==> src/rtl/apa_pkg.sv <==
// Purpose: Shared constants and types of the adjacency primitive assembler
// Assumes: One clock domain; commands arrive one per cycle at most
// Notes:   Mode codes match the begin argument carried on the command port
package apa_pkg;

	// ----------------------------------------------------------------
	// Widths and register map
	// ----------------------------------------------------------------
	localparam int          VTX_W      = 32;
	localparam int          ADDR_W     = 8;
	localparam int          HIST_D     = 9;
	localparam logic [7:0]  OFS_CTRL   = 8'h00;
	localparam logic [7:0]  OFS_STATUS = 8'h04;
	localparam logic [7:0]  OFS_ERR    = 8'h08;
	localparam logic [31:0] CTRL_RST   = 32'h0000_0001;
	localparam int          BIT_GS     = 0;
	localparam int          BIT_E_ILL  = 0;
	localparam int          BIT_E_INC  = 1;
	localparam int          ST_MODE_LO = 0;
	localparam int          ST_MARK    = 4;
	localparam int          ST_OPEN    = 5;

	// ----------------------------------------------------------------
	// Vertex counts that gate assembly
	// ----------------------------------------------------------------
	localparam int SEG_MIN    = 4;
	localparam int TSA_MIN    = 6;
	localparam int TSA_FIRST  = 8;
	localparam int TA_GROUP   = 6;

	// ----------------------------------------------------------------
	// Primitive modes, fifteen values
	// ----------------------------------------------------------------
	typedef enum logic [3:0] {
		MD_POINTS   = 4'h0,
		MD_LINES    = 4'h1,
		MD_LOOP     = 4'h2,
		MD_LSTRIP   = 4'h3,
		MD_TRIS     = 4'h4,
		MD_TSTRIP   = 4'h5,
		MD_TFAN     = 4'h6,
		MD_QUADS    = 4'h7,
		MD_QSTRIP   = 4'h8,
		MD_POLY     = 4'h9,
		MD_LINES_NB = 4'hA,
		MD_LSTRP_NB = 4'hB,
		MD_TRIS_NB  = 4'hC,
		MD_TSTRP_NB = 4'hD,
		MD_NONE     = 4'hF
	} apa_mode_t;

	// Command classes
	typedef enum logic [2:0] {
		OP_BEGIN  = 3'h0,
		OP_END    = 3'h1,
		OP_VERTEX = 3'h2,
		OP_MARK   = 3'h3,
		OP_ATTR   = 3'h4,
		OP_OTHER  = 3'h5,
		OP_CLIENT = 3'h6
	} apa_op_t;

	typedef struct packed {
		logic             valid;
		apa_op_t          op;
		logic [VTX_W-1:0] arg;
	} apa_cmd_t;

	typedef struct packed {
		logic             mark;
		logic [VTX_W-1:0] data;
	} apa_vtx_t;

	typedef struct packed {
		logic           seg;
		logic           poly;
		logic           nbr_valid;
		apa_vtx_t [2:0] corner;
		apa_vtx_t [2:0] nbr;
	} apa_prim_t;

endpackage

==> src/rtl/apa_top.sv <==
// Purpose: Groups the vertex stream into segments and triangles with neighbours
// Assumes: Inputs synchronous to CLOCK; one command per cycle
// Notes:   One primitive at most per cycle, registered on the outputs
`timescale 1ns/10ps
`default_nettype none

module apa_top #(
	parameter int CNT_W = 8
) (
	// Clock, reset, enable
	input  wire logic                    CLOCK,
	input  wire logic                    RST_B,
	input  wire logic                    CE,
	// Command stream
	input  wire apa_pkg::apa_cmd_t       CMD,
	input  wire logic                    TARGET_COMPLETE,
	// Register port
	input  wire logic [7:0]              ADDR,
	input  wire logic [31:0]             WDATA,
	input  wire logic                    WR,
	input  wire logic                    RD,
	output logic      [31:0]             RDATA,
	// Primitive output
	output logic                         PRIM_VALID,
	output apa_pkg::apa_prim_t           PRIM,
	// Status
	output logic      [3:0]              MODE,
	output logic                         ERR_ILLEGAL,
	output logic                         ERR_INCOMPLETE
);

	if (CNT_W < 4)
		$error("CNT_W must be at least 4");

	// ----------------------------------------------------------------
	// Reset release
	// ----------------------------------------------------------------
	logic [1:0] rst_sync_ff;
	logic       rst_b;

	always_ff @(posedge CLOCK or negedge RST_B)
	begin
		if (!RST_B)
			rst_sync_ff <= 2'h0;
		else
			rst_sync_ff <= {rst_sync_ff[0], 1'b1};
	end
	assign rst_b = rst_sync_ff[1];

	// ----------------------------------------------------------------
	// Command decode
	// ----------------------------------------------------------------
	apa_pkg::apa_mode_t  mode_ff;
	logic                mark_ff;
	logic [31:0]         ctrl_ff;
	logic                open;
	logic                gs_on;
	logic                c_begin;
	logic                c_end;
	logic                c_vtx;
	logic                c_mark;
	logic                bad_mode;
	logic                err_ill;
	logic                err_inc;
	logic                take_begin;
	logic                take_end;
	logic                take_vtx;

	assign open     = (mode_ff != apa_pkg::MD_NONE);
	assign gs_on    = ctrl_ff[apa_pkg::BIT_GS];
	assign c_begin  = CMD.valid && (CMD.op == apa_pkg::OP_BEGIN);
	assign c_end    = CMD.valid && (CMD.op == apa_pkg::OP_END);
	assign c_vtx    = CMD.valid && (CMD.op == apa_pkg::OP_VERTEX);
	assign c_mark   = CMD.valid && (CMD.op == apa_pkg::OP_MARK);
	assign bad_mode = (CMD.arg[3:0] > apa_pkg::MD_TSTRP_NB) || (CMD.arg[apa_pkg::VTX_W-1:4] != '0);

	// Illegal: nested or bad-mode begin, stray end, other or client command inside a pair
	assign err_ill = CMD.valid && (
		(c_begin && (open || bad_mode)) ||
		(c_end && !open) ||
		(open && ((CMD.op == apa_pkg::OP_OTHER) || (CMD.op == apa_pkg::OP_CLIENT)))
	);
	assign err_inc    = c_begin && !open && !bad_mode && !TARGET_COMPLETE;
	assign take_begin = c_begin && !err_ill && !err_inc;
	assign take_end   = c_end && open;
	assign take_vtx   = c_vtx && open;

	// ----------------------------------------------------------------
	// Mode and boundary mark
	// ----------------------------------------------------------------
	always_ff @(posedge CLOCK or negedge rst_b)
	begin
		if (!rst_b)
			mode_ff <= apa_pkg::MD_NONE;
		else if (CE && take_begin)
			mode_ff <= apa_pkg::apa_mode_t'(CMD.arg[3:0]);
		else if (CE && take_end)
			mode_ff <= apa_pkg::MD_NONE;
	end

	always_ff @(posedge CLOCK or negedge rst_b)
	begin
		if (!rst_b)
			mark_ff <= 1'b1;
		else if (CE && c_mark)
			mark_ff <= (CMD.arg != '0);
	end

	// ----------------------------------------------------------------
	// Vertex history and counters
	// ----------------------------------------------------------------
	apa_pkg::apa_vtx_t  hist_ff [0:apa_pkg::HIST_D-1];
	apa_pkg::apa_vtx_t  hv      [0:apa_pkg::HIST_D];
	logic [CNT_W-1:0]   cnt_ff;
	logic               wrap_ff;
	logic [2:0]         phase_ff;
	logic [CNT_W-1:0]   nxt_cnt;
	logic               nxt_wrap;

	// Incoming vertex sits at index 0, older ones behind it
	always_comb
	begin
		hv[0].mark = mark_ff;
		hv[0].data = CMD.arg;
		for (int k = 1; k <= apa_pkg::HIST_D; k++)
			hv[k] = hist_ff[k-1];
	end

	assign nxt_cnt  = cnt_ff + {{(CNT_W-1){1'b0}}, 1'b1};
	assign nxt_wrap = wrap_ff || (cnt_ff == {CNT_W{1'b1}});

	always_ff @(posedge CLOCK)
	begin
		if (CE && take_vtx)
			for (int k = 0; k < apa_pkg::HIST_D; k++)
				hist_ff[k] <= hv[k];
	end

	// Counts restart at each accepted begin, from vertex 1
	always_ff @(posedge CLOCK or negedge rst_b)
	begin
		if (!rst_b)
		begin
			cnt_ff   <= '0;
			wrap_ff  <= 1'b0;
			phase_ff <= 3'h0;
		end
		else if (CE && take_begin)
		begin
			cnt_ff   <= '0;
			wrap_ff  <= 1'b0;
			phase_ff <= 3'h0;
		end
		else if (CE && take_vtx)
		begin
			cnt_ff   <= nxt_cnt;
			wrap_ff  <= nxt_wrap;
			phase_ff <= (phase_ff == 3'(apa_pkg::TA_GROUP - 1)) ? 3'h0 : phase_ff + 3'h1;
		end
	end

	function automatic logic at_least(input logic w, input logic [CNT_W-1:0] c, input int x);
		at_least = w || (c >= CNT_W'(x));
	endfunction

	function automatic logic exactly(input logic w, input logic [CNT_W-1:0] c, input int x);
		exactly = !w && (c == CNT_W'(x));
	endfunction

	// ----------------------------------------------------------------
	// Primitive selection
	// ----------------------------------------------------------------
	logic                nxt_valid;
	logic                nxt_seg;
	int                  ix [0:5];
	int                  b;
	apa_pkg::apa_prim_t  nxt_prim;

	always_comb
	begin
		nxt_valid = 1'b0;
		nxt_seg   = 1'b0;
		b         = 0;
		for (int k = 0; k < 6; k++)
			ix[k] = 0;
		if (take_vtx)
		begin
			case (mode_ff)
				apa_pkg::MD_LSTRP_NB:
				begin
					if (at_least(nxt_wrap, nxt_cnt, apa_pkg::SEG_MIN))
					begin
						nxt_valid = 1'b1;
						nxt_seg   = 1'b1;
						ix[0] = 2;
						ix[1] = 1;
						ix[3] = 3;
						ix[4] = 0;
					end
				end
				apa_pkg::MD_TRIS_NB:
				begin
					if (phase_ff == 3'(apa_pkg::TA_GROUP - 1))
					begin
						nxt_valid = 1'b1;
						ix[0] = 5;
						ix[1] = 3;
						ix[2] = 1;
						ix[3] = 4;
						ix[4] = 2;
						ix[5] = 0;
					end
				end
				apa_pkg::MD_TSTRP_NB:
				begin
					// Triangle i leaves when vertex 2i+8 proves it is not last
					if (!nxt_cnt[0] && at_least(nxt_wrap, nxt_cnt, apa_pkg::TSA_FIRST))
					begin
						nxt_valid = 1'b1;
						if (exactly(nxt_wrap, nxt_cnt, apa_pkg::TSA_FIRST))
						begin
							ix[0] = 7; ix[1] = 5; ix[2] = 3;
							ix[3] = 6; ix[4] = 1; ix[5] = 4;
						end
						else if (nxt_cnt[1])
						begin
							ix[0] = 5; ix[1] = 7; ix[2] = 3;
							ix[3] = 9; ix[4] = 4; ix[5] = 1;
						end
						else
						begin
							ix[0] = 7; ix[1] = 5; ix[2] = 3;
							ix[3] = 9; ix[4] = 1; ix[5] = 4;
						end
					end
				end
				default:
				begin
					nxt_valid = 1'b0;
				end
			endcase
		end
		else if (take_end && (mode_ff == apa_pkg::MD_TSTRP_NB) &&
			at_least(wrap_ff, cnt_ff, apa_pkg::TSA_MIN))
		begin
			// hv[b-1] is the last vertex used; an odd count drops the final one
			b = cnt_ff[0] ? 3 : 2;
			nxt_valid = 1'b1;
			if (exactly(wrap_ff, cnt_ff, apa_pkg::TSA_MIN) ||
				exactly(wrap_ff, cnt_ff, apa_pkg::TSA_MIN + 1))
			begin
				ix[0] = b + 4; ix[1] = b + 2; ix[2] = b;
				ix[3] = b + 3; ix[4] = b - 1; ix[5] = b + 1;
			end
			else if (!cnt_ff[1])
			begin
				ix[0] = b + 2; ix[1] = b + 4; ix[2] = b;
				ix[3] = b + 6; ix[4] = b + 1; ix[5] = b - 1;
			end
			else
			begin
				ix[0] = b + 4; ix[1] = b + 2; ix[2] = b;
				ix[3] = b + 6; ix[4] = b - 1; ix[5] = b + 1;
			end
		end
		nxt_prim.seg       = nxt_seg;
		nxt_prim.poly      = !nxt_seg;
		nxt_prim.nbr_valid = gs_on;
		for (int k = 0; k < 3; k++)
		begin
			nxt_prim.corner[k] = hv[ix[k]];
			nxt_prim.nbr[k]    = gs_on ? hv[ix[k+3]] : '0;
		end
		if (nxt_seg)
		begin
			nxt_prim.corner[2] = '0;
			nxt_prim.nbr[2]    = '0;
		end
	end

	// ----------------------------------------------------------------
	// Output registers
	// ----------------------------------------------------------------
	always_ff @(posedge CLOCK or negedge rst_b)
	begin
		if (!rst_b)
		begin
			PRIM_VALID <= 1'b0;
			PRIM       <= '0;
		end
		else if (CE)
		begin
			PRIM_VALID <= nxt_valid;
			if (nxt_valid)
				PRIM <= nxt_prim;
		end
	end

	always_ff @(posedge CLOCK or negedge rst_b)
	begin
		if (!rst_b)
		begin
			ERR_ILLEGAL    <= 1'b0;
			ERR_INCOMPLETE <= 1'b0;
			MODE           <= apa_pkg::MD_NONE;
		end
		else if (CE)
		begin
			ERR_ILLEGAL    <= err_ill;
			ERR_INCOMPLETE <= err_inc;
			MODE           <= (take_begin) ? CMD.arg[3:0] : (take_end ? apa_pkg::MD_NONE : mode_ff);
		end
	end

	// ----------------------------------------------------------------
	// Register port
	// ----------------------------------------------------------------
	logic [1:0] err_st_ff;
	logic [1:0] err_clr;

	assign err_clr = (WR && (ADDR == apa_pkg::OFS_ERR)) ?
		WDATA[apa_pkg::BIT_E_INC:apa_pkg::BIT_E_ILL] : 2'h0;

	always_ff @(posedge CLOCK or negedge rst_b)
	begin
		if (!rst_b)
			ctrl_ff <= apa_pkg::CTRL_RST;
		else if (CE && WR && (ADDR == apa_pkg::OFS_CTRL))
			ctrl_ff <= {31'h0, WDATA[apa_pkg::BIT_GS]};
	end

	// Hardware set wins over a clear in the same cycle
	always_ff @(posedge CLOCK or negedge rst_b)
	begin
		if (!rst_b)
			err_st_ff <= 2'h0;
		else if (CE)
			err_st_ff <= (err_st_ff & ~err_clr) | {err_inc, err_ill};
	end

	always_ff @(posedge CLOCK or negedge rst_b)
	begin
		if (!rst_b)
			RDATA <= 32'h0;
		else if (CE && RD)
		begin
			case (ADDR)
				apa_pkg::OFS_CTRL:   RDATA <= ctrl_ff;
				apa_pkg::OFS_STATUS: RDATA <= {26'h0, open, mark_ff, mode_ff};
				apa_pkg::OFS_ERR:    RDATA <= {30'h0, err_st_ff};
				default:             RDATA <= 32'h0;
			endcase
		end
		else if (CE)
			RDATA <= 32'h0;
	end

endmodule

`default_nettype wire

==> config.mk <==
export PLATFORM = sky130hd
export DESIGN_NAME = apa_top
export DESIGN_NICKNAME = d
export VERILOG_FILES = /design/src/rtl/apa_pkg.sv /design/src/rtl/apa_top.sv
export SDC_FILE = /design/constraint.sdc
export NUM_CORES = 1
export LEC_CHECK = 0
export BUFFER_PORTS_ARGS = -buffer_cell sky130_fd_sc_hd__buf_2
export CAP_MARGIN = 20
export CORE_MARGIN = 4
export CORE_UTILIZATION = 45
export CTS_CLUSTER_DIAMETER = 200
export DETAILED_ROUTE_END_ITERATION = 16
export SLEW_MARGIN = 15
export SYNTH_ARGS = -nofsm -noshare
export SYNTH_HDL_FRONTEND = slang
export SYNTH_SLANG_ARGS = --single-unit
==> constraint.sdc <==
create_clock -name CLOCK -period 9.4 [get_ports CLOCK]
set_input_delay 1.88 -clock CLOCK [delete_from_list [all_inputs] [get_ports CLOCK]]
set_output_delay 1.88 -clock CLOCK [all_outputs]
set_load 0.005 [all_outputs]
* Yosys cells after proc, flatten, opt, wreduce, memory -nomap -nowiden *
Memory sizes are Yosys's and may differ from the RTL's.
Cells that the tools add are included.

storage, ports and cells
  register bits after elaboration = 262
  bits in latches = 0
  memory bits (writable) = 297
  bits in read-only memories = 0
  memories = 1

memory list
  name     depth  width  rd ports  clocked after Yosys merged registers in  wr ports  line            RTL
  hist_ff  9      33     9         0                                        9         apa_top.sv:112  apa_pkg::apa_vtx_t hist_ff [0:apa_pkg::HIST_D-1];

operators by class
  $add $sub $neg = 8
  $mul = 0
  divide/modulo/power cells = 0
  magnitude comparators = 10
  eq/ne operators = 16
  shift operators = 0
  mux-type cells = 63
  bitwise logic cells = 9
  reductions and logical operators = 56

operators by type and width
  cell                                                                     number
  33-bit binary-select mux with 4-bit select                               6
  192-bit 2-to-1 mux                                                       3
  33-bit 2-to-1 mux                                                        17
  164-bit 2-to-1 mux                                                       3
  64-bit one-hot mux with 3 select lines                                   2
  32-bit by 5-bit >= comparator with 1-bit output (second input constant)  6
  32-bit inverter                                                          6
  163-bit 2-to-1 mux                                                       1
  162-bit 2-to-1 mux                                                       1
  32-bit one-hot mux with 2 select lines                                   2
  34-bit 2-to-1 mux                                                        2
  32-bit 2-to-1 mux                                                        2
  32-bit nonzero test                                                      1
  1-bit logical AND                                                        29
  28-bit nonzero test                                                      1
  8-bit by 3-bit == test with 1-bit output (second input constant)         3
  6-bit one-hot mux with 3 select lines                                    1
  8-bit by 4-bit == test with 1-bit output (second input constant)         2
  8-bit by 3-bit >= comparator with 1-bit output (second input constant)   2
  4-bit 2-to-1 mux                                                         4
  8-bit 2-to-1 mux                                                         2
  4-bit == test (second input constant)                                    3
  1-bit 2-to-1 mux                                                         12
  1-bit logical OR                                                         10
  24 further kinds                                                         41

* Depth between registers and ports, before layout *
Gate-level depths: netlist of the first run.

  word-level depth = 14
  gate-level depth with buffers = 14
  gate-level depth less buffers = 10

* Worst setup path after synthesis of the first run *
Ideal clock, no wire load.

  path kind = in2reg
  start = in CMD[34] in the netlist's numbering
  end = reg phase_ff[2]
  setup time = 0.073 ns
  arrival time = 9.654 ns
  path slack = -0.327 ns
  stages on the path = 9
  path buffers = 1
  cell sequence = and4bb_2 > and2_1 > clkbuf_1 > nand2_1 > inv_1 > nand2_1 > nor3b_1 > a21oi_1 > nor2_1

on the way
  cells in the longest elaborated chain, start to end = 11

RTL lines
  element                                                                        line                          RTL
  start, declared                                                                apa_top.sv:15                 input wire apa_pkg::apa_cmd_t CMD,
  3-bit by 1-bit == test with 1-bit output or 3-bit logical NOT (tied branches)  apa_top.sv:72, apa_top.sv:71
  1-bit logical AND (on tied branches)                                           apa_top.sv:72, apa_top.sv:71
  1-bit logical AND (on tied branches)                                           apa_top.sv:80, apa_top.sv:79
  1-bit logical OR                                                               apa_top.sv:79                 (c_begin && (open || bad_mode)) ||
  1-bit logical OR                                                               apa_top.sv:80                 (c_end && !open) ||
  1-bit logical AND                                                              apa_top.sv:78                 assign err_ill = CMD.valid && (
  1-bit logical NOT                                                              apa_top.sv:84                 assign take_begin = c_begin && !err_ill && !err_inc;
  1-bit logical AND (2 in a row)                                                 apa_top.sv:84
  1-bit logical AND                                                              apa_top.sv:148                else if (CE && take_begin)
  3-bit 2-to-1 mux or 2-bit nonzero test (tied branches)                         n/a
  end signal, assigned                                                           apa_top.sv:158                phase_ff <= (phase_ff == 3'(apa_pkg::TA_GROUP - 1)) ? 3'h0 : phase_ff + 3'h1;
  end, declared                                                                  apa_top.sv:116                logic [2:0] phase_ff;

Several ways; a longest one is shown, not always the timed one.
A chain may end at the register's enable or synchronous reset.

* Final worst setup path of the first run *
  start = in CMD[34] in the netlist's numbering
  end = reg PRIM[2] in the netlist's numbering

on the way
  cells in the longest elaborated chain, start to end = 12

RTL lines
  element                                               line            RTL
  3-bit by 1-bit == test with 1-bit output              apa_top.sv:72   assign c_end = CMD.valid && (CMD.op == apa_pkg::OP_END);
  1-bit logical AND                                     apa_top.sv:72
  1-bit logical AND                                     apa_top.sv:85   assign take_end = c_end && open;
  1-bit logical AND (2 in a row)                        apa_top.sv:243  else if (take_end && (mode_ff == apa_pkg::MD_TSTRP_NB) &&
  164-bit 2-to-1 mux                                    apa_top.sv:243
  192-bit 2-to-1 mux                                    apa_top.sv:186  if (take_vtx)
  32-bit inverter (not written as such)                 apa_top.sv:272  nxt_prim.nbr[k] = gs_on ? hv[ix[k+3]] : '0;
  33-bit binary-select mux with 4-bit select            apa_top.sv:272
  33-bit 2-to-1 mux (not written as such) (2 in a row)  apa_top.sv:272
  33-bit 2-to-1 mux                                     apa_top.sv:272
  end signal, assigned                                  apa_top.sv:295  PRIM <= nxt_prim;
  end, declared                                         apa_top.sv:25   output apa_pkg::apa_prim_t PRIM,

Several ways; a longest one is shown, not always the timed one. The select of a mux whose other input is x is not followed.

==> flow_summary.toml, run 1 <==
[final_layout]
multiInputGateArea_sq_um = 14700
regArea_sq_um = 14800
fin_util = 0.510
fin_nets = 2854
area_growth_pct = 12.0
drive_gt1_frac = 0.195
num-fill-cells = 5901

[floorplanning]
core_sq_um = 67400
ios = 322
die_h_um = 269
die_area_sq_um = 72400
die_w_um = 269
rows = 95
initial_utilization = 0.455

[clock_network]
cts.reportedPaths.clkPinSlew_ns = 0.06
cts_tree = "done"
post_cts_buffers = 0
clockBufferDepth = 3
cts_buffers = 59
cts_hold_buf = 0
ctsResizeCount = 0
clk_latency_ns = 0.64
cts_root_buffer = "clkbuf_16"
cts.sinks = 533
htreeDepth = 2

[sta]
setup_tns_ns = 0
max_freq_mhz = 184
clock_skew_ns = 0.0187
period_share = 0.579
fin_ws_ns = 3.96
hold_viol = 0
drv_slew = 0
worstMarginPinSlew_ns = 1.20
relSlewSlack = 0.199
layout_min_cycle_time_ns = 5.44
holdWs_ns = 0.352
rsz0062_at_grt = "false"
setup_viol = 0

[worst_setup_path]
crit_top_cell = "buf_4"
path_class = "in -> reg"
worstPathCellList = "buf_2 > and4bb_2 > nand2_1 > nor2_1 > o21ai_1 > o211ai_4 > buf_4 > or3_2 > buf_4 > a2bb2oi_1 > o221ai_1"
rr_worst_depth = 10
critPathSlowestCell = "o211ai_4"
cp_max_fo = 25
arrival_ns = 5.91
crit_required_ns = 9.87
worst_path_dominant_cell_family = "simple AND/OR/NAND/NOR gates"
cp.buffers_inverters = 3
reg2reg_setup_slack_ns = 4.19
cp_slowest_stage_delay_ns = 0.64
endpoint_kind = "flop"
timing.rr.start = "cnt_ff[0]$_DFFE_PN0P_"
r2r_end = "PRIM[1]$_DFFE_PN0P_"
startpoint_type = "input pin"

[pwr]
ir_drop_uv = 152
power.density_nw_per_um2 = 169
p_total_uw = 5800
leakage_uw = 0.0151

[global_route]
antenna_found_initial = 4
grtUsageTotal = 0.265
grt_start_max_net_pins = 180
grt_overflow = 0
grt_first_pass_wirelength_um = 147000
grt_pass1_vias = 23100

[route]
routedWlPerCell_um = 26.8
totalWireLength_um = 98900
ant_nets = 0
dr.pass1.iters = 5
route.detailed.drc = 0
initialDrtViolationCount = 2210
vias_per_cell = 6.41
vias = 23700

[min_path]
min_to = "rst_sync_ff[1]$_DFF_PN0_"
hold_depth = 0
hp-class = "reg -> reg"
hp-start = "rst_sync_ff[0]$_DFF_PN0_"

[synth]
synth_top_area_cell = "edfxtp_1"
synth_top_cell_area_share = 0.291
ys_seq_elements = 533
postSynthCellCount = 2620
ys_top_cells_by_count = "mux2i_1 (582), nand2_1 (298), edfxtp_1 (297)"
synth_most_common_cell = "mux2i_1"
avgSynthCellArea_sq_um = 11.7
synth-seq-area-share = 0.484
synthArstFlopShare = 0.443
ys_top_cells_by_area = "edfxtp_1 (29%), mux2i_1 (19%), dfrtp_1 (18%)"
synth_cell_type_count = 83
synth_top_flop_cell = "edfxtp_1"
synth-edff-count = 297
yosysWarnings = 0
syn_area_sq_um = 30700

[job]
drv_cap = 0

[placement]
dp_hpwl_um = 58100
gp_congestion = 0.831
place_ws_ns = 3.34
port_buffers = 265

[outcome]
status = "completed"
[metal layers]
| metal | track usage | wire length [um] | vias up |
|---|---|---|---|
| met4 | 0.0921 | 3440 | 2 |
| met3 | 0.0451 | 7820 | 211 |
| met2 | 0.415 | 45600 | 1040 |
| met1 | 0.375 | 42000 | 12100 |
| met5 | 0 | 10 | - |
| li1 | - | - | 10300 |
[placed cells by master (no fill, tap or decap), types with 61 or more instances in the layout]
| master | instances |
|---|---|
| nand2_1 | 294 |
| a22o_1 | 75 |
| mux4_2 | 65 |
| clkbuf_16 | 61 |
| a21oi_1 | 88 |
| dfrtp_1 | 225 |
| nand3_1 | 74 |
| o21ai_1 | 83 |
| mux2i_1 | 582 |
| edfxtp_1 | 297 |
| buf_2 | 265 |
[through the flow]
stage	area, sq um	cells
2_1_floorplan	30800	2645
3_3_place_gp	32400	3577
3_5_place_dp	32400	3577
4_1_cts	34300	3689
5_1_grt	34300	3692
6_report	34300	3695
[state kept, by name (all words and copies together), names as in the netlist, 3 cells and up]
register and cells:
MODE 4, hist_ff 297, PRIM 201, cnt_ff 8, RDATA 6, mode_ff 4, phase_ff 3
[kinds of logic after synthesis]
kind of cell,Yosys count,synth area share
compound gates,571,0.133
xor+xnor,4,0.00139
fa+ha+maj,6,0.00245
buf+inv,273,0.0453
flops,533,0.484
mux,689,0.253
other cells,2,0.000245
simple gates,542,0.0806
[area by class of cell]
class | count | share of cell area
diodes | 5 | 0.000364
clock buffers | 96 | 0.0515
clock inverters | 16 | 0.00419
inverters | 24 | 0.00273
multi-input cells | 1839 | 0.428
flip-flops and latches | 533 | 0.432
well taps | 873 | 0.0318
repair buffers | 309 | 0.0493
[where the power goes]
group	internal [uW]	switching [uW]	total, uW
registers	2650	179	2830
clock network	1330	996	2330
logic	299	340	639
total	4280	1520	5800
[how the worst max path moves through the flow]
| stage | startpoint | to | slack [ns] | cells after the start |
|---|---|---|---|---|
| 2_1_floorplan | CMD[34] | hist_ff[0][0]$_DFFE_PP_ | 1.97 | 5 |
| 3_3_place_gp | CMD[34] | PRIM[1]$_DFFE_PN0P_ | 3.40 | 11 |
| 3_5_place_dp | CMD[34] | PRIM[6]$_DFFE_PN0P_ | 3.34 | 11 |
| 4_1_cts | CMD[34] | PRIM[13]$_DFFE_PN0P_ | 3.99 | 11 |
| 5_1_grt | cnt_ff[0]$_DFFE_PN0P_ | PRIM[4]$_DFFE_PN0P_ | 3.78 | 10 |
| 6_report | CMD[34] | PRIM[2]$_DFFE_PN0P_ | 3.96 | 11 |
Note: power is estimated with default switching activity, not from simulation.
==> run 2: changes to the inputs <==
- clock period: 9.4 -> 5.1 ns (I/O delays scaled with it)
==> run 2 against run 1 <==
Critical path depth shrank 1. Sequential power increased by 84%. Sequential cell count unchanged. Die area did not move. Clock power up 93%. Critical path type is now reg -> reg. Critical endpoint is now PRIM[8]$_DFFE_PN0P_. Highest routed layer unchanged.
==> flow_summary.toml, run 2 (same netlist as run 1, synthesis figures left out) <==
[clock_network]
cts.sinks = 533
clockBufferDepth = 3
post_cts_buffers = 0
cts_tree = "done"
ctsResizeCount = 0
cts_hold_buf = 0
clk_latency_ns = 0.64
cts_root_buffer = "clkbuf_16"
htreeDepth = 2
cts.reportedPaths.clkPinSlew_ns = 0.06
cts_buffers = 60

[sta]
fin_ws_ns = 0.821
period_share = 0.839
setup_viol = 0
rsz0062_at_grt = "false"
drv_slew = 0
hold_viol = 0
relSlewSlack = 0.214
clock_skew_ns = 0.0165
worstMarginPinSlew_ns = 1.17
holdWs_ns = 0.163
layout_min_cycle_time_ns = 4.28
max_freq_mhz = 234

[floorplanning]
die_h_um = 269
die_area_sq_um = 72400
die_w_um = 269
core_sq_um = 67400
initial_utilization = 0.455
ios = 322
rows = 95

[final_layout]
fin_nets = 2881
drive_gt1_frac = 0.207
largest_register_ffs = 297
largestRegisters = "hist_ff x297, PRIM x201, cnt_ff x8"
num-fill-cells = 5839
largest-register = "hist_ff"
area_growth_pct = 13.8
most-common-layout-cells = "mux2i_1 (582), edfxtp_1 (297), nand2_1 (293), buf_2 (265), dfrtp_1 (225)"
final_common_cell = "mux2i_1"

[pwr]
internal_power_uw = 8080
p_sw_frac = 0.259
power.switching_uw = 2820
comb_power_share = 0.110
pwr-share-seq = 0.477
power_frac_clock = 0.413
leakage_uw = 0.0154
power.density_nw_per_um2 = 312
ir_drop_uv = 266

[worst_setup_path]
path_class = "reg -> reg"
startpoint_type = "flop"
arrival_ns = 4.80
endpoint_kind = "flop"
r2r_end = "PRIM[8]$_DFFE_PN0P_"
reg2reg_setup_slack_ns = 0.82
cp_max_fo = 28
rr_worst_depth = 10
crit_required_ns = 5.62
timing.rr.start = "cnt_ff[0]$_DFFE_PN0P_"

[placement]
port_buffers = 265
gp_congestion = 0.836
dp_hpwl_um = 60700
place_ws_ns = 0.719

[route]
ant_nets = 0
vias_per_cell = 6.36
routedWlPerCell_um = 26.8
dr.pass1.iters = 7
initialDrtViolationCount = 2226
route.detailed.drc = 0
vias = 23700
totalWireLength_um = 99800

[global_route]
antenna_found_initial = 2
grt_first_pass_wirelength_um = 149000
grtUsageTotal = 0.269
grt_overflow = 0
grt_pass1_vias = 23300
grt_start_max_net_pins = 156

[min_path]
hp-class = "in -> async"

[job]
drv_cap = 0

[outcome]
status = "completed"
[run 2: cell count changes in the layout (fill, tap and decap cells not counted), moves of 3 or more]
| cell | change |
|---|---|
| buf_12 | +18 |
| clkbuf_1 | -16 |
| buf_4 | +8 |
| clkinv_1 | +7 |
| clkbuf_16 | +5 |
| clkinv_2 | +3 |
| diode_2 | -3 |
[run 2: per-layer routing]
metal,global-route usage,up-vias,share of wire
li1,-,10400,-
met5,0,-,0.00010
met2,0.421,1047,0.46
met3,0.0454,195,0.076
met4,0.0910,2,0.035
met1,0.383,12100,0.43
[run 2: cell type report]
cell class / count / area (sq um) / share of cell area
clock inverter: 28 / 220 / 0.00631
tap: 873 / 1090 / 0.0313
clock buffer: 85 / 1830 / 0.0525
antenna: 2 / 5.00 / 0.000143
multi-input combinational: 1839 / 14700 / 0.421
timing repair buffer: 335 / 2110 / 0.0606
sequential: 533 / 14800 / 0.425
inverter: 24 / 93.8 / 0.00269
[run 2: per-stage QoR]
step           setup TNS, ns   util  power, uW  instance area (sq um)  instances
6_report                   0  0.518      10900                  34900       3719
2_1_floorplan        -420.00      -       5840                  30800       2645
4_1_cts                    0  0.518      11000                  34900       3717
3_3_place_gp               0  0.487       6460                  32800       3604
5_1_grt                    0  0.518      11300                  34900       3718
3_5_place_dp               0  0.487       6490                  32800       3604
[run 2: worst max path at each step]
stage                                startpoint                      end  slack, ns  depth (start not counted)
after CTS                 cnt_ff[0]$_DFFE_PN0P_     PRIM[14]$_DFFE_PN0P_       0.85                         10
final                     cnt_ff[0]$_DFFE_PN0P_      PRIM[8]$_DFFE_PN0P_       0.82                         10
after global routing      cnt_ff[0]$_DFFE_PN0P_     PRIM[19]$_DFFE_PN0P_       0.61                          9
after global placement                  CMD[33]      PRIM[4]$_DFFE_PN0P_       0.78                         10
after floorplan                         CMD[34]  hist_ff[0][0]$_DFFE_PP_      -1.39                          5
after detailed placement                CMD[33]      PRIM[4]$_DFFE_PN0P_       0.72                         10
[run 2: power groups by stage]
stage	clock network (uW)	registers [uW]	logic, uW
5_1_grt	4770	5230	1330
3_5_place_dp	0	5270	1210
2_1_floorplan	0	5210	630
4_1_cts	4580	5190	1220
6_report	4500	5200	1200
3_3_place_gp	0	5270	1190
[run 2: critical path: stages (launching register included)]
cell,delay (ns)
dfrtp_1,0.61
ha_1,0.46
or3b_1,0.41
a211oi_2,0.25
o211a_4,0.36
a311o_1,0.54
nand3_4,0.40
buf_4,0.39
or3_1,0.35
a221oi_1,0.28
o21ai_1,0.10
==> run 3: changes to the inputs <==
- PLACE_DENSITY: unset -> 0.66
- clock period: 5.1 -> 3.75 ns (I/O delays scaled with it)
==> run 3 against run 2 <==
Utilization rose by 0.63 points. Register-to-register slack got worse by 0.67 ns. Wire length fell by 0.82%. Count of clock-buffer cells in the layout rose by 1. Sequential share of layout area fell by 0.51 points. Via count up 1.8%. Fmax increased by 19%. Final cell count up 1.3%. Design area increased by 1.2%. Die area stayed put. First-iteration DRC count grew 2.9%. Critical path depth down 1. Critical path type unchanged. Largest cell class unchanged.
==> flow_summary.toml, run 3 (same netlist as run 1, synthesis figures left out) <==
[outcome]
status = "completed"

[sta]
rsz0062_at_grt = "false"
fin_ws_ns = 0.147
clock_skew_ns = 0.0319
setup_tns_ns = 0
layout_min_cycle_time_ns = 3.60
setup_viol = 0
holdWs_ns = 0.355
hold_viol = 0
relSlewSlack = 0.434
drv_slew = 0
worstMarginPinSlew_ns = 0.849
max_freq_mhz = 278
period_share = 0.961

[pwr]
power.switching_uw = 3750
p_sw_frac = 0.262
internal_power_uw = 10600
leakage_uw = 0.0156
pwr-share-seq = 0.491
comb_power_share = 0.120
ir_drop_uv = 334
power_frac_clock = 0.389
power.density_nw_per_um2 = 406

[worst_setup_path]
reg2reg_setup_slack_ns = 0.15
crit_required_ns = 4.24
worst_path_dominant_cell_family = "compound AO/OA/AOI/OAI gates"
startpoint_type = "flop"
worstPathCellList = "ha_1 > or3b_1 > a211oi_2 > o211a_4 > a22oi_2 > o21ai_4 > buf_4 > nor2_1 > a221o_1"
arrival_ns = 4.09
cp_slowest_stage_delay_ns = 0.61
path_class = "reg -> reg"
critPathSlowestCell = "o21ai_4"
endpoint_kind = "flop"
cp_max_fo = 40
cp.buffers_inverters = 1

[route]
dr_wl_met3_um = 9400
dr.pass1.iters = 5
wl_met2_um = 45000
initialDrtViolationCount = 2291
vias_per_cell = 6.39
top_layer = "met4"
vias = 24100
ant_nets = 0
totalWireLength_um = 99000
routedWlPerCell_um = 26.3
route.detailed.drc = 0
m1WireLength_um = 41300

[final_layout]
drive_gt1_frac = 0.218
largest-register = "hist_ff"
final_common_cell = "mux2i_1"
final_cells = 3769
most-common-layout-cells = "mux2i_1 (582), edfxtp_1 (297), nand2_1 (293), buf_2 (265), dfrtp_1 (225)"
fin_nets = 2933
num-fill-cells = 5830
largest_register_ffs = 297
area_growth_pct = 15.2
largestRegisters = "hist_ff x297, PRIM x201, cnt_ff x8"

[clock_network]
cts.sinks = 533
clockBufferDepth = 3
cts.reportedPaths.clkPinSlew_ns = 0.06
cts_root_buffer = "clkbuf_16"
post_cts_buffers = 0
cts_buffers = 58
htreeDepth = 2
cts_tree = "done"
clk_latency_ns = 0.63

[job]
drv_cap = 0

[placement]
place_ws_ns = 0.0396
dp_hpwl_um = 62700
dp.cells = 3657
port_buffers = 265
gp_congestion = 0.895

[floorplanning]
die_area_sq_um = 72400
initial_utilization = 0.455
core_sq_um = 67400
die_h_um = 269
die_w_um = 269
ios = 322
rows = 95

[global_route]
grt_pass1_vias = 24000
grtUsageTotal = 0.268
grt_overflow = 0
antenna_found_initial = 3
grt_first_pass_wirelength_um = 150000
grt_start_max_net_pins = 117

[min_path]
hp-class = "reg -> reg"
-- run 3: changes by cell type in the layout (fill, tap and decap cells not counted) --
| cell | change |
|---|---|
| buf_12 | +20 |
| buf_4 | +33 |
| bufinv_16 | -2 |
| clkbuf_1 | +8 |
| clkbuf_16 | -8 |
| clkbuf_8 | +1 |
| clkinv_1 | -3 |
| diode_2 | +1 |
| dlygate4sd3_1 | +1 |
| inv_6 | -1 |
-- run 3: path summary, 6_finish.rpt --
check / start / end / depth (start not counted)
setup / recovery: cnt_ff[0]$_DFFE_PN0P_ / PRIM[130]$_DFFE_PN0P_ / 9
hold reg to reg: rst_sync_ff[0]$_DFF_PN0_ / rst_sync_ff[1]$_DFF_PN0_ / 0
min in group asynchronous: RST_B / rst_sync_ff[1]$_DFF_PN0_ / 2
max in group asynchronous: rst_sync_ff[1]$_DFF_PN0_ / PRIM[144]$_DFFE_PN0P_ / 1
hold / removal: rst_sync_ff[0]$_DFF_PN0_ / rst_sync_ff[1]$_DFF_PN0_ / 0
setup reg to reg: cnt_ff[0]$_DFFE_PN0P_ / PRIM[130]$_DFFE_PN0P_ / 9
-- run 3: power groups by stage --
stage               logic (uW)  registers (uW)  clock network, uW
global placement          1690            7130                  0
global route              1900            7090               5910
floorplan                  857            7080                  0
CTS                       1740            7040               5650
finish                    1710            7040               5570
detailed placement        1720            7150                  0
-- run 3: final cells by class --
| cell class | instances | area (sq um) | share of cell area |
|---|---|---|---|
| multi-input combinational | 1839 | 14700 | 0.416 |
| inverter | 24 | 93.8 | 0.00266 |
| clock buffer | 86 | 1680 | 0.0475 |
| sequential | 533 | 14800 | 0.420 |
| timing repair buffer | 389 | 2770 | 0.0785 |
| clock inverter | 22 | 140 | 0.00397 |
| tap | 873 | 1090 | 0.0309 |
| antenna | 3 | 7.51 | 0.000213 |
-- run 3: worst register-to-register path: cells and delay by family (launching register included) --
kind	cells	cell delay (ns)
AO/OA/AOI/OAI	5	1.62
adder cells (fa/ha/maj)	1	0.33
buffers and inverters	1	0.57
flip-flops	1	0.38
AND/OR/NAND/NOR	2	0.60
-- run 3: per-layer routing --
| metal | GRT usage | up-vias |
|---|---|---|
| li1 | - | 10500 |
| met1 | 0.379 | 12200 |
| met2 | 0.417 | 1212 |
| met3 | 0.0558 | 211 |
| met4 | 0.0870 | 0 |
| met5 | 0 | - |
-- run 3: repair_timing --
action | in CTS | in global routing
setup endpoints to repair | 0 | 1
gates resized for setup | 0 | 0
hold buffers | 1 | 0
hold endpoints to repair | 2 | 0
-- run 3: per-stage QoR --
stage,utilization,cell area (sq um),power [uW]
final,0.524,35300,14300
after global routing,0.524,35300,14900
after detailed placement,0.497,33500,8870
after global placement,0.497,33500,8820
after floorplan,-,30800,7940
after CTS,0.524,35300,14400
